===== src/rtl/irq_enable_map.svh =====
// Offsets, bit positions and reset values of the interrupt enable block
`ifndef IRQ_ENABLE_MAP_SVH
`define IRQ_ENABLE_MAP_SVH

// ****************************************************************
// Register byte offsets
// ****************************************************************
`define OFS_GLOBAL_CONTROL 8'h00
`define OFS_CORE_ENABLES 8'h04
`define OFS_PERIPH_ENABLES_ONE 8'h08
`define OFS_PERIPH_ENABLES_TWO 8'h0C
`define OFS_CORE_FLAGS 8'h10
`define OFS_PERIPH_FLAGS_ONE 8'h14
`define OFS_PERIPH_FLAGS_TWO 8'h18

// ****************************************************************
// Field positions
// ****************************************************************
`define BIT_GLOBAL_IRQ_ENABLE 7
`define BIT_PERIPHERAL_GROUP_ENABLE 6
`define BIT_EXT_EDGE_SELECT 0
`define BIT_TIMER_ZERO 5
`define BIT_PIN_CHANGE 4
`define BIT_EXT_PIN 0

// ****************************************************************
// Reset values and constants
// ****************************************************************
`define RST_ENABLE 1'b0
`define RST_EXT_EDGE_SELECT 1'b1
`define RST_BYTE 8'h00
`define IRQ_VECTOR_ADDR 16'h0004
`define HTRANS_NONSEQ_BIT 1
`define REG_DATA_WIDTH 8

`endif


===== src/rtl/irq_enable_pkg.sv =====
// Types shared by the interrupt enable block
package irq_enable_pkg;

    // Sources of the first peripheral group, msb first
    typedef struct packed {
        logic timer_one_gate;
        logic converter_done;
        logic serial_receive;
        logic serial_transmit;
        logic sync_port_one;
        logic sync_port_one_collision;
        logic timer_two_match;
        logic timer_one_overflow;
    } periph_one_t;

    // Sources of the second peripheral group, msb first
    typedef struct packed {
        logic timer_six_match;
        logic comparator_two;
        logic comparator_one;
        logic nonvolatile_done;
        logic sync_port_two;
        logic sync_port_two_collision;
        logic timer_four_match;
        logic accumulator_rollover;
    } periph_two_t;

    // Core-class sources
    typedef struct packed {
        logic timer_zero_overflow;
        logic pin_change;
        logic ext_pin;
    } core_src_t;

    // Bus slave data phase, Gray coded
    typedef enum logic [1:0] {
        BUS_IDLE = 2'b00,
        BUS_WRITE = 2'b01,
        BUS_READ_WAIT = 2'b11,
        BUS_READ_DONE = 2'b10
    } bus_state_t;

    typedef struct packed {
        bus_state_t bus;
        logic [7:0] addr;
        logic [31:0] rdata;
        logic global_irq_enable;
        logic peripheral_group_enable;
        logic ext_edge_select;
        core_src_t core_en;
        periph_one_t pe_one;
        periph_two_t pe_two;
        logic timer_zero_flag;
        logic ext_pin_flag;
        periph_one_t pf_one;
        periph_two_t pf_two;
        logic ext_pin_prev;
    } state_t;

endpackage


===== src/rtl/interrupt_enable_control.sv =====
// Interrupt global control, enable registers, flags and request to the core
//
// Behaviour
// - Global enable bit 7 passes enabled interrupts when 1, blocks all when 0.
// - Peripheral group enable bit 6 must be 1 to forward peripheral interrupts.
// - Edge select bit 0 at 1 makes rising external edge the trigger.
// - Unimplemented control and core enable bits ignore writes, read zero.
// - Reset clears all enables; edge select resets to one.
// - Core enable bit 5 gates timer-zero overflow interrupt.
// - Core enable bit 4 gates pin change-detect interrupt.
// - Core enable bit 0 gates external pin interrupt; pin chosen elsewhere.
// - First peripheral enables: bit 7 timer-one gate, bit 6 converter done.
// - First peripheral enables: bit 5 serial receive, bit 4 serial transmit.
// - First peripheral enables: bit 3 sync port one, bit 2 its collision.
// - First peripheral enables: bit 1 timer-two match, bit 0 timer-one overflow.
// - Second peripheral enables: bit 7 timer-six match, bit 6 comparator two.
// - Second peripheral enables: bit 5 comparator one, bit 4 nonvolatile done.
// - Second peripheral enables: bit 3 sync port two, bit 2 its collision.
// - Second peripheral enables: bit 1 timer-four match, bit 0 accumulator rollover.
// - Global enable set/cleared by software and hardware; group enable software only.
// - Edge select at 0 makes falling external edge the trigger.
// - Flags set on their events regardless of any enable.
// - Taken request clears global enable; core branches to fixed vector.
// - Handler return sets global enable again through hardware path.

`include "irq_enable_map.svh"

module interrupt_enable_control
    import irq_enable_pkg::*;
(
    // Clock and reset
    input wire logic hclk,
    input wire logic hresetn,
    // AHB-Lite slave
    input wire logic hsel,
    input wire logic [31:0] haddr,
    input wire logic [1:0] htrans,
    input wire logic hwrite,
    input wire logic [2:0] hsize,
    input wire logic [31:0] hwdata,
    input wire logic hready,
    output logic hreadyout,
    output logic hresp,
    output logic [31:0] hrdata,
    // Event sources
    input wire logic timer_zero_event,
    input wire logic pin_change_pending,
    input wire logic ext_pin_level,
    input wire periph_one_t periph_one_events,
    input wire periph_two_t periph_two_events,
    // Core sequencer
    input wire logic irq_taken,
    input wire logic handler_return,
    output logic irq_request,
    output logic [15:0] irq_vector
);

    state_t state_reg;
    state_t state_next;

    logic addr_phase;
    logic wr_commit;
    logic [7:0] wdata;
    logic [31:0] read_mux;
    logic ext_edge;
    logic [7:0] clr_core;
    periph_one_t clr_one;
    periph_two_t clr_two;
    logic core_pending;
    logic periph_pending;
    logic one_pending;
    logic two_pending;
    periph_one_t pf_one_next;
    periph_two_t pf_two_next;
    logic timer_zero_flag_next;
    logic ext_pin_flag_next;

    // ****************************************************************
    // Bus decode
    // ****************************************************************
    assign addr_phase = hsel & hready & htrans[`HTRANS_NONSEQ_BIT];
    assign wr_commit = (state_reg.bus == BUS_WRITE);
    assign wdata = hwdata[`REG_DATA_WIDTH-1:0];

    // Reads take one wait state so a write just before is always seen
    assign hreadyout = (state_reg.bus != BUS_READ_WAIT);
    assign hresp = 1'b0;
    assign hrdata = state_reg.rdata;
    assign irq_vector = `IRQ_VECTOR_ADDR;

    // ****************************************************************
    // Read mux
    // ****************************************************************
    always_comb begin
        read_mux = 32'h0000_0000;
        case (state_reg.addr)
            `OFS_GLOBAL_CONTROL: begin
                read_mux[`BIT_GLOBAL_IRQ_ENABLE] = state_reg.global_irq_enable;
                read_mux[`BIT_PERIPHERAL_GROUP_ENABLE] = state_reg.peripheral_group_enable;
                read_mux[`BIT_EXT_EDGE_SELECT] = state_reg.ext_edge_select;
            end
            `OFS_CORE_ENABLES: begin
                read_mux[`BIT_TIMER_ZERO] = state_reg.core_en.timer_zero_overflow;
                read_mux[`BIT_PIN_CHANGE] = state_reg.core_en.pin_change;
                read_mux[`BIT_EXT_PIN] = state_reg.core_en.ext_pin;
            end
            `OFS_PERIPH_ENABLES_ONE: begin
                read_mux[7:0] = state_reg.pe_one;
            end
            `OFS_PERIPH_ENABLES_TWO: begin
                read_mux[7:0] = state_reg.pe_two;
            end
            `OFS_CORE_FLAGS: begin
                read_mux[`BIT_TIMER_ZERO] = state_reg.timer_zero_flag;
                read_mux[`BIT_PIN_CHANGE] = pin_change_pending;
                read_mux[`BIT_EXT_PIN] = state_reg.ext_pin_flag;
            end
            `OFS_PERIPH_FLAGS_ONE: begin
                read_mux[7:0] = state_reg.pf_one;
            end
            `OFS_PERIPH_FLAGS_TWO: begin
                read_mux[7:0] = state_reg.pf_two;
            end
            default: begin
                read_mux = 32'h0000_0000;
            end
        endcase
    end

    // ****************************************************************
    // External pin edge
    // ****************************************************************
    always_comb begin
        if (state_reg.ext_edge_select) begin
            ext_edge = ext_pin_level & ~state_reg.ext_pin_prev;
        end else begin
            ext_edge = ~ext_pin_level & state_reg.ext_pin_prev;
        end
    end

    // ****************************************************************
    // Write-one-to-clear masks for the flags
    // ****************************************************************
    always_comb begin
        clr_core = `RST_BYTE;
        clr_one = `RST_BYTE;
        clr_two = `RST_BYTE;
        if (wr_commit) begin
            case (state_reg.addr)
                `OFS_CORE_FLAGS: clr_core = wdata;
                `OFS_PERIPH_FLAGS_ONE: clr_one = wdata;
                `OFS_PERIPH_FLAGS_TWO: clr_two = wdata;
                default: begin
                    clr_core = `RST_BYTE;
                end
            endcase
        end
    end

    // ****************************************************************
    // Request to the core
    // ****************************************************************
    always_comb begin
        core_pending = (state_reg.core_en.timer_zero_overflow & state_reg.timer_zero_flag)
            | (state_reg.core_en.pin_change & pin_change_pending)
            | (state_reg.core_en.ext_pin & state_reg.ext_pin_flag);
        periph_pending = state_reg.peripheral_group_enable &
            (one_pending | two_pending);
        irq_request = state_reg.global_irq_enable & (core_pending | periph_pending);
    end

    // ****************************************************************
    // Enabled flags per peripheral group
    // ****************************************************************
    enabled_pending #(
        .WIDTH(`REG_DATA_WIDTH)
    ) one_gate (
        .enables(state_reg.pe_one),
        .flags(state_reg.pf_one),
        .pending(one_pending)
    );

    enabled_pending #(
        .WIDTH(`REG_DATA_WIDTH)
    ) two_gate (
        .enables(state_reg.pe_two),
        .flags(state_reg.pf_two),
        .pending(two_pending)
    );

    // ****************************************************************
    // Flag updates
    // ****************************************************************
    sticky_flag_update #(
        .WIDTH(`REG_DATA_WIDTH)
    ) one_flags (
        .flags(state_reg.pf_one),
        .clear(clr_one),
        .events(periph_one_events),
        .flags_next(pf_one_next)
    );

    sticky_flag_update #(
        .WIDTH(`REG_DATA_WIDTH)
    ) two_flags (
        .flags(state_reg.pf_two),
        .clear(clr_two),
        .events(periph_two_events),
        .flags_next(pf_two_next)
    );

    sticky_flag_update #(
        .WIDTH(1)
    ) timer_zero_flag_upd (
        .flags(state_reg.timer_zero_flag),
        .clear(clr_core[`BIT_TIMER_ZERO]),
        .events(timer_zero_event),
        .flags_next(timer_zero_flag_next)
    );

    // Pin change is a live level from its own block, so it has no flag here
    sticky_flag_update #(
        .WIDTH(1)
    ) ext_pin_flag_upd (
        .flags(state_reg.ext_pin_flag),
        .clear(clr_core[`BIT_EXT_PIN]),
        .events(ext_edge),
        .flags_next(ext_pin_flag_next)
    );

    // ****************************************************************
    // Next state
    // ****************************************************************
    always_comb begin
        state_next = state_reg;
        state_next.ext_pin_prev = ext_pin_level;

        // Bus data phase
        case (state_reg.bus)
            BUS_IDLE, BUS_WRITE, BUS_READ_DONE: begin
                if (addr_phase) begin
                    state_next.addr = haddr[7:0];
                    state_next.bus = hwrite ? BUS_WRITE : BUS_READ_WAIT;
                end else begin
                    state_next.bus = BUS_IDLE;
                end
            end
            BUS_READ_WAIT: begin
                state_next.rdata = read_mux;
                state_next.bus = BUS_READ_DONE;
            end
            default: begin
                state_next.bus = BUS_IDLE;
            end
        endcase
        // Unmapped addresses read zero; bits above haddr[7:0] must be zero
        if (addr_phase && (haddr[31:8] != 24'h00_0000)) begin
            state_next.addr = 8'hFF;
        end

        // Software writes to control and enables
        if (wr_commit) begin
            case (state_reg.addr)
                `OFS_GLOBAL_CONTROL: begin
                    state_next.global_irq_enable = wdata[`BIT_GLOBAL_IRQ_ENABLE];
                    state_next.peripheral_group_enable = wdata[`BIT_PERIPHERAL_GROUP_ENABLE];
                    state_next.ext_edge_select = wdata[`BIT_EXT_EDGE_SELECT];
                end
                `OFS_CORE_ENABLES: begin
                    state_next.core_en.timer_zero_overflow = wdata[`BIT_TIMER_ZERO];
                    state_next.core_en.pin_change = wdata[`BIT_PIN_CHANGE];
                    state_next.core_en.ext_pin = wdata[`BIT_EXT_PIN];
                end
                `OFS_PERIPH_ENABLES_ONE: state_next.pe_one = wdata;
                `OFS_PERIPH_ENABLES_TWO: state_next.pe_two = wdata;
                default: begin
                    state_next.pe_one = state_reg.pe_one;
                end
            endcase
        end

        // Hardware paths override a software write in the same cycle; irq_taken does so only while global enable is 1
        if (irq_taken && state_reg.global_irq_enable) begin
            state_next.global_irq_enable = 1'b0;
        end
        if (handler_return) begin
            state_next.global_irq_enable = 1'b1;
        end

        // Flags: an event in the clearing cycle wins over the clear
        state_next.timer_zero_flag = timer_zero_flag_next;
        state_next.ext_pin_flag = ext_pin_flag_next;
        state_next.pf_one = pf_one_next;
        state_next.pf_two = pf_two_next;
    end

    // ****************************************************************
    // State register
    // ****************************************************************
    always_ff @(posedge hclk or negedge hresetn) begin
        if (!hresetn) begin
            state_reg.bus <= BUS_IDLE;
            state_reg.addr <= `RST_BYTE;
            state_reg.rdata <= 32'h0000_0000;
            state_reg.global_irq_enable <= `RST_ENABLE;
            state_reg.peripheral_group_enable <= `RST_ENABLE;
            state_reg.ext_edge_select <= `RST_EXT_EDGE_SELECT;
            state_reg.core_en <= '0;
            state_reg.pe_one <= `RST_BYTE;
            state_reg.pe_two <= `RST_BYTE;
            state_reg.timer_zero_flag <= 1'b0;
            state_reg.ext_pin_flag <= 1'b0;
            state_reg.pf_one <= `RST_BYTE;
            state_reg.pf_two <= `RST_BYTE;
            // Idle level assumed high so a high pin gives no false rising edge at start
            state_reg.ext_pin_prev <= 1'b1;
        end else begin
            state_reg <= state_next;
        end
    end

endmodule // interrupt_enable_control

// ****************************************************************
// Helper: sticky flag update
// ****************************************************************
// An event in the clearing cycle wins, so no event is lost to a clear
module sticky_flag_update #(
    parameter int WIDTH = 8
) (
    // Current flags and write-one-to-clear mask
    input wire logic [WIDTH-1:0] flags,
    input wire logic [WIDTH-1:0] clear,
    // Events of this cycle
    input wire logic [WIDTH-1:0] events,
    // Next flags
    output logic [WIDTH-1:0] flags_next
);

    always_comb begin
        flags_next = (flags & ~clear) | events;
    end

endmodule // sticky_flag_update

// ****************************************************************
// Helper: enabled flags of one group
// ****************************************************************
// Purely combinational; the group and global gates are applied outside
module enabled_pending #(
    parameter int WIDTH = 8
) (
    // Enables and flags of one group
    input wire logic [WIDTH-1:0] enables,
    input wire logic [WIDTH-1:0] flags,
    // Any enabled flag set
    output logic pending
);

    always_comb begin
        pending = |(enables & flags);
    end

endmodule // enabled_pending


===== config.mk =====
export PLATFORM = sky130hd
export DESIGN_NAME = interrupt_enable_control
export DESIGN_NICKNAME = d
export VERILOG_FILES = /design/src/rtl/irq_enable_pkg.sv /design/src/rtl/interrupt_enable_control.sv
export VERILOG_INCLUDE_DIRS = /design/src /design/src/rtl
export SDC_FILE = /design/constraint.sdc
export NUM_CORES = 1
export LEC_CHECK = 0
export BUFFER_PORTS_ARGS = -buffer_cell sky130_fd_sc_hd__buf_2
export CORE_MARGIN = 2
export CORE_UTILIZATION = 49
export CTS_BUF_LIST = sky130_fd_sc_hd__clkbuf_8
export DETAILED_ROUTE_END_ITERATION = 10
export GPL_ROUTABILITY_DRIVEN = 0
export GPL_TIMING_DRIVEN = 0
export HOLD_SLACK_MARGIN = 0.12
export PLACE_DENSITY = 0.82
export SLEW_MARGIN = 20
export SYNTH_ARGS = -nofsm -noshare
export SYNTH_HDL_FRONTEND = slang
export SYNTH_HIERARCHICAL = 1
export SYNTH_SLANG_ARGS = --single-unit

===== constraint.sdc =====
create_clock -name hclk -period 2.4 [get_ports hclk]
set_input_delay 0.48 -clock hclk [delete_from_list [all_inputs] [get_ports hclk]]
set_output_delay 0.48 -clock hclk [all_outputs]
set_load 0.05 [all_outputs]

**Word level (Yosys, flattened, before mapping)**

Cells that the tools add are included.

- Eq/ne operators: 10
- Multiplexer cells: 24
- Bitwise gates (word level): 29
- Reductions and logical operators: 18

Operators by type and width:

| operator | number |
|---|---|
| two-way mux 8 bit | 9 |
| bitwise AND 8 bit | 4 |
| == test 8 x 5 -> 1 bit (second input constant) | 3 |
| nonzero test 24 bit | 1 |
| two-way mux 22 bit | 1 |
| == test 8 x 4 -> 1 bit (second input constant) | 2 |
| NOT 8 bit | 2 |
| OR 8 bit | 2 |
| OR reduction 8 bit | 2 |
| two-way mux 6 bit | 2 |
| case mux 2 bit (6 select lines) | 1 |
| case mux 3 bit (4 select lines) | 1 |
| AND reduction 2 bit | 6 |
| bitwise AND 1 bit | 11 |
| case mux 2 bit (5 select lines) | 1 |
| == test 8 x 3 -> 1 bit (second input constant) | 1 |
| logical NOT 8 bit | 1 |
| case mux 1 bit (7 select lines) | 1 |
| two-way mux 3 bit | 2 |
| OR 1 bit | 6 |
| nonzero test 3 bit | 2 |
| == test 2 bit (second input constant) | 2 |
| two-way mux 2 bit | 2 |
| NOT 1 bit | 4 |
| other kinds (8) | 12 |

- Register bits after elaboration: 59
- Output and inout port bits: 51
- Logic and storage cells: 125

**Longest topological paths before layout**

- Depth after elaboration: 6
- Gate-level depth with buffers: 7

**By module**

The synthesis kept the hierarchy.

Modules (own cells, without submodules):

| module | instances | cells an instance | area each (µm²) | seq. area each (µm²) |
|---|---|---|---|---|
| interrupt_enable_control | 1 | 272 | 3,088.0 | 1,478.9 |
| sticky_flag_update (one_flags ...) | 2 | 16 | 90.1 | 0.0 |
| enabled_pending | 2 | 5 | 36.3 | 0.0 |
| sticky_flag_update (ext_pin_flag_upd ...) | 2 | 2 | 11.3 | 0.0 |

**Worst setup path before layout**

Ideal clock, no wire load.

- Kind: flip-flop to output port
- Start: register state_reg[6] (netlist bit)
- End: output irq_request
- Data arrival time: 1,717 ps
- Path slack: 203 ps
- Cell stages (with the launch flop): 5
- Buffers on the path: 0
- Cell sequence: dfrtp_1 > a22oi_1 > nand4_1 > o21ai_0 > a21boi_0

- Word-level cells in the longest chain between the ends: 6

Ends and longest elaborated chain:

| item | RTL line | source |
|---|---|---|
| start: declaration | interrupt_enable_control.sv:58 | `state_t state_reg;` |
| start signal: assignment | interrupt_enable_control.sv:318 | `state_reg <= state_next;` |
| bitwise AND 8 bit | interrupt_enable_control.sv:361 | `pending = \|(enables & flags);` |
| OR reduction 8 bit | interrupt_enable_control.sv:361 |  |
| named net two_pending | interrupt_enable_control.sv:72 | `logic two_pending;` |
| OR 1 bit | interrupt_enable_control.sv:168 | `(one_pending \| two_pending);` |
| bitwise AND 1 bit | interrupt_enable_control.sv:167 | `periph_pending = state_reg.peripheral_group_enable &` |
| OR 1 bit | interrupt_enable_control.sv:169 | `irq_request = state_reg.global_irq_enable & (core_pending \| periph_pending);` |
| bitwise AND 1 bit | interrupt_enable_control.sv:169 |  |
| end: declaration | interrupt_enable_control.sv:54 | `output logic irq_request,` |

The timed path passes the listed nets, and every way through them passes these cells.

==> impl_metrics.csv <==
group,metric,value,unit
clock_tree,post_cts_resized,0,
sta,setup_tns,0,ps
power,internal-power,1.49,mW
sta,drv_slew,0,
cells_and_area,fillers,571,
worst_setup_path,r2r-end,"state_reg[4]",
clock_tree,clock_sinks,59,
logic_synthesis,synthXorXnorAreaFrac,0.260,%
worst_setup_path,crit_start,"state_reg[77]",
clock_tree,ctsHoldBuffers,0,
logic_synthesis,synth_common_cells,"dfrtp_1, buf_4, inv_1, a21o_1, and2_1",
run,cap_violations,0,
worst_setup_path,ff2ff_setup_slack,230,ps
sta,max_slew_margin,51.1,%
logic_synthesis,synth.distinct_cells,50,
global_routing,grt_pass1_wl,13.0,mm
drt,drt_first_iter_violations,246,
floorplanning,rows,30,
cells_and_area,n_antenna_cell,0,
sta,holdWs,208,ps
global_routing,gr-total-overflow,0,
worst_setup_path,crit_path_frequent_cell,"buf_2",
global_routing,grt_usage,22.7,%
worst_setup_path,critPathKind,"reg -> reg",
logic_synthesis,yosysTopAreaCell,"dfrtp_1",
clock_tree,cts_setup_buffers,0,
floorplanning,die_w,86.8,um
logic_synthesis,synth-adder-area-share,0,%
logic_synthesis,synth_compound_gate_area_share,14.1,%
cells_and_area,area_growth,23.0,%
placement,dp_hpwl,6.20,mm
cells_and_area,largest_register_ffs,51,
worst_setup_path,worstPathCellList,"buf_2 > buf_2 > clkbuf_1 > and3_1 > and2_1 > inv_1 > a21o_1",
floorplanning,die-area,0.00754,mm2
placement,place_inst,513,
logic_synthesis,syn_area,0.00336,mm2
sta,fin_worst_skew,4.87,ps
logic_synthesis,synthCells,318,
power,p_sw,0.579,mW
worst_setup_path,cp-endpoint,"state_reg[4]",
drt,drc,0,
logic_synthesis,ys_seq_area_share,44.0,%
sta,finalCritPeriodShare,90.6,%
worst_setup_path,crit_arrival,2400,ps
floorplanning,fp.coreArea,0.00672,mm2
logic_synthesis,yosysMostFrequentCell,"dfrtp_1",
logic_synthesis,synth.area.top_cells,"dfrtp_1, buf_4, mux2_1",
worst_setup_path,critPathMaxStageDelay,450,ps
drt,dr.pass1.iters,4,
status,status,"finished clean",
worst_setup_path,crit_required,2630,ps
power,irDropWorstVdd,334,uV
global_routing,antenna_found_initial,0,
floorplanning,ios,146,
cells_and_area,final_cells,525,
sta,rsz0062_at_grt,"false",
clock_tree,h-tree-depth,3,
cells_and_area,final_area,0.00414,mm2
drt,vias,2776,
logic_synthesis,synth-async-reset-ratio,100,%
clock_tree,numCtsBuffers,9,
logic_synthesis,synth_enable_flop_cells,0,
placement,port_buffers,76,
worst_setup_path,r2r_cells,7,
power,switching_share,28.1,%
placement,postPlaceCellArea,0.00399,mm2
worst_setup_path,worst_path_max_delay_cell,"and3_1",
global_routing,grt_pass1_vias,2702,
power,comb_power_share,15.9,%
worst_setup_path,start_kind,"register",
clock_tree,path_clk_slew,60,ps
worst_hold_path,hold_class,"in -> async",
clock_tree,clk_path_buf_depth,2,
logic_synthesis,synth-seq-cells,59,
cells_and_area,finalNetCount,538,
sta,finalHoldViolCount,0,
logic_synthesis,synth_top_family_by_area,"simple AND/OR/NAND/NOR gates",
logic_synthesis,ys.flop_type,"dfrtp_1",
sta,fmax,0.460,GHz
logic_synthesis,synth_top_area_share,42.4,%
floorplanning,start_util,50.1,%
power,powerDensity,499,mW/mm2
cells_and_area,finish.utilization,61.6,%
clock_tree,root_buffer,"clkbuf_8",
power,seq_power_share,49.1,%
sta,setup_viol,0,
global_routing,grt_max_degree,60,
power,leakage,2.03,nW
drt,drt_wl_total,8.18,mm
clock_tree,clock_latency,340,ps
drt,final_antenna_net_count,0,
cells_and_area,drive_gt1_share,35.5,%
worst_setup_path,endpoint_kind,"register",
power,pwr-share-clk,35.0,%
sta,worstMarginPinSlew,730,ps
clock_tree,cts_tree,"done",
logic_synthesis,synth-warning-count,6,
logic_synthesis,synthMuxAreaShare,10.9,%
sta,min_period,2170,ps
logic_synthesis,avgSynthCellArea,10.6,um2
logic_synthesis,yosys.area_share.simple,15.8,%
floorplanning,dieHeight,86.8,um
drt,wl_per_cell,15.6,um
drt,via_per_inst,5.29,
worst_setup_path,cp_max_fo,10,
worst_setup_path,reg2reg_from,"state_reg[77]",
[power groups by stage]
stage / sequential (mW) / clock (mW) / combinational, mW
after floorplan: 1.03 / 0 / 0.237
after global placement: 1.03 / 0 / 0.324
after detailed placement: 1.03 / 0 / 0.328
after CTS: 1.01 / 0.732 / 0.328
after global routing: 1.01 / 0.778 / 0.351
final: 1.01 / 0.721 / 0.328
[metrics by stage]
step	total power, mW	setup slack (ps)
floorplan	1.27	203
global placement	1.36	303
detailed placement	1.36	260
CTS	2.07	243
global route	2.14	95.1
finish	2.06	227
[layer usage]
| metal | share of wire [%] | vias to the layer above | GRT usage, % |
|---|---|---|---|
| met5 | 0 | - | 0 |
| met4 | 3.4 | 0 | 13.4 |
| met3 | 8.3 | 23 | 4.10 |
| met2 | 48 | 151 | 36.8 |
| met1 | 40 | 1289 | 28.3 |
| li1 | - | 1313 | - |
[kinds of logic (layout without fill, tap and decap cells)]
family	count (synthesis)	in the layout
AO/OA/AOI/OAI	63	63
XOR/XNOR	1	1
buffers and inverters	81	169
flip-flops	59	59
multiplexers	32	32
other	2	41
AND/OR/NAND/NOR	80	80
[how the worst min path moves through the flow]
stage                    to  slack, ps  cells past startpoint
2_1_floorplan     hrdata[0]        180                      0
3_3_place_gp      hrdata[5]        480                      2
3_5_place_dp      hrdata[0]        480                      2
4_1_cts        state_reg[3]        230                      1
5_1_grt        state_reg[0]        260                      1
6_report       state_reg[7]        210                      1
[worst max-delay path: cells and delay by family, from the launching register on]
family	cells	cell delay (ps)
and+or+nand+nor	2	630
DFF	1	330
AOI/OAI and AO/OA	1	160
buffers and inverters	4	940
[placed cells by master (no fill, tap or decap), types with 10 or more instances in the layout]
cell and n:
dfrtp_1 57, buf_2 78, buf_4 51, a21o_1 18, clkbuf_8 10, mux2_2 10
inv_1 25, and2_1 18, conb_1 41, mux2_1 16, and3_1 10
[final cells by class]
cell class / instances / area, um2 / area share, %
buffer: 56 / 402 / 9.71
clock buffer: 10 / 138 / 3.33
clock inverter: 3 / 11.3 / 0.272
inverter: 24 / 90.1 / 2.18
multi-input combinational: 217 / 1540 / 37.1
sequential: 59 / 1480 / 35.7
tap: 80 / 100 / 2.42
timing repair buffer: 76 / 383 / 9.25
Note: power is estimated with default switching activity, not from simulation.
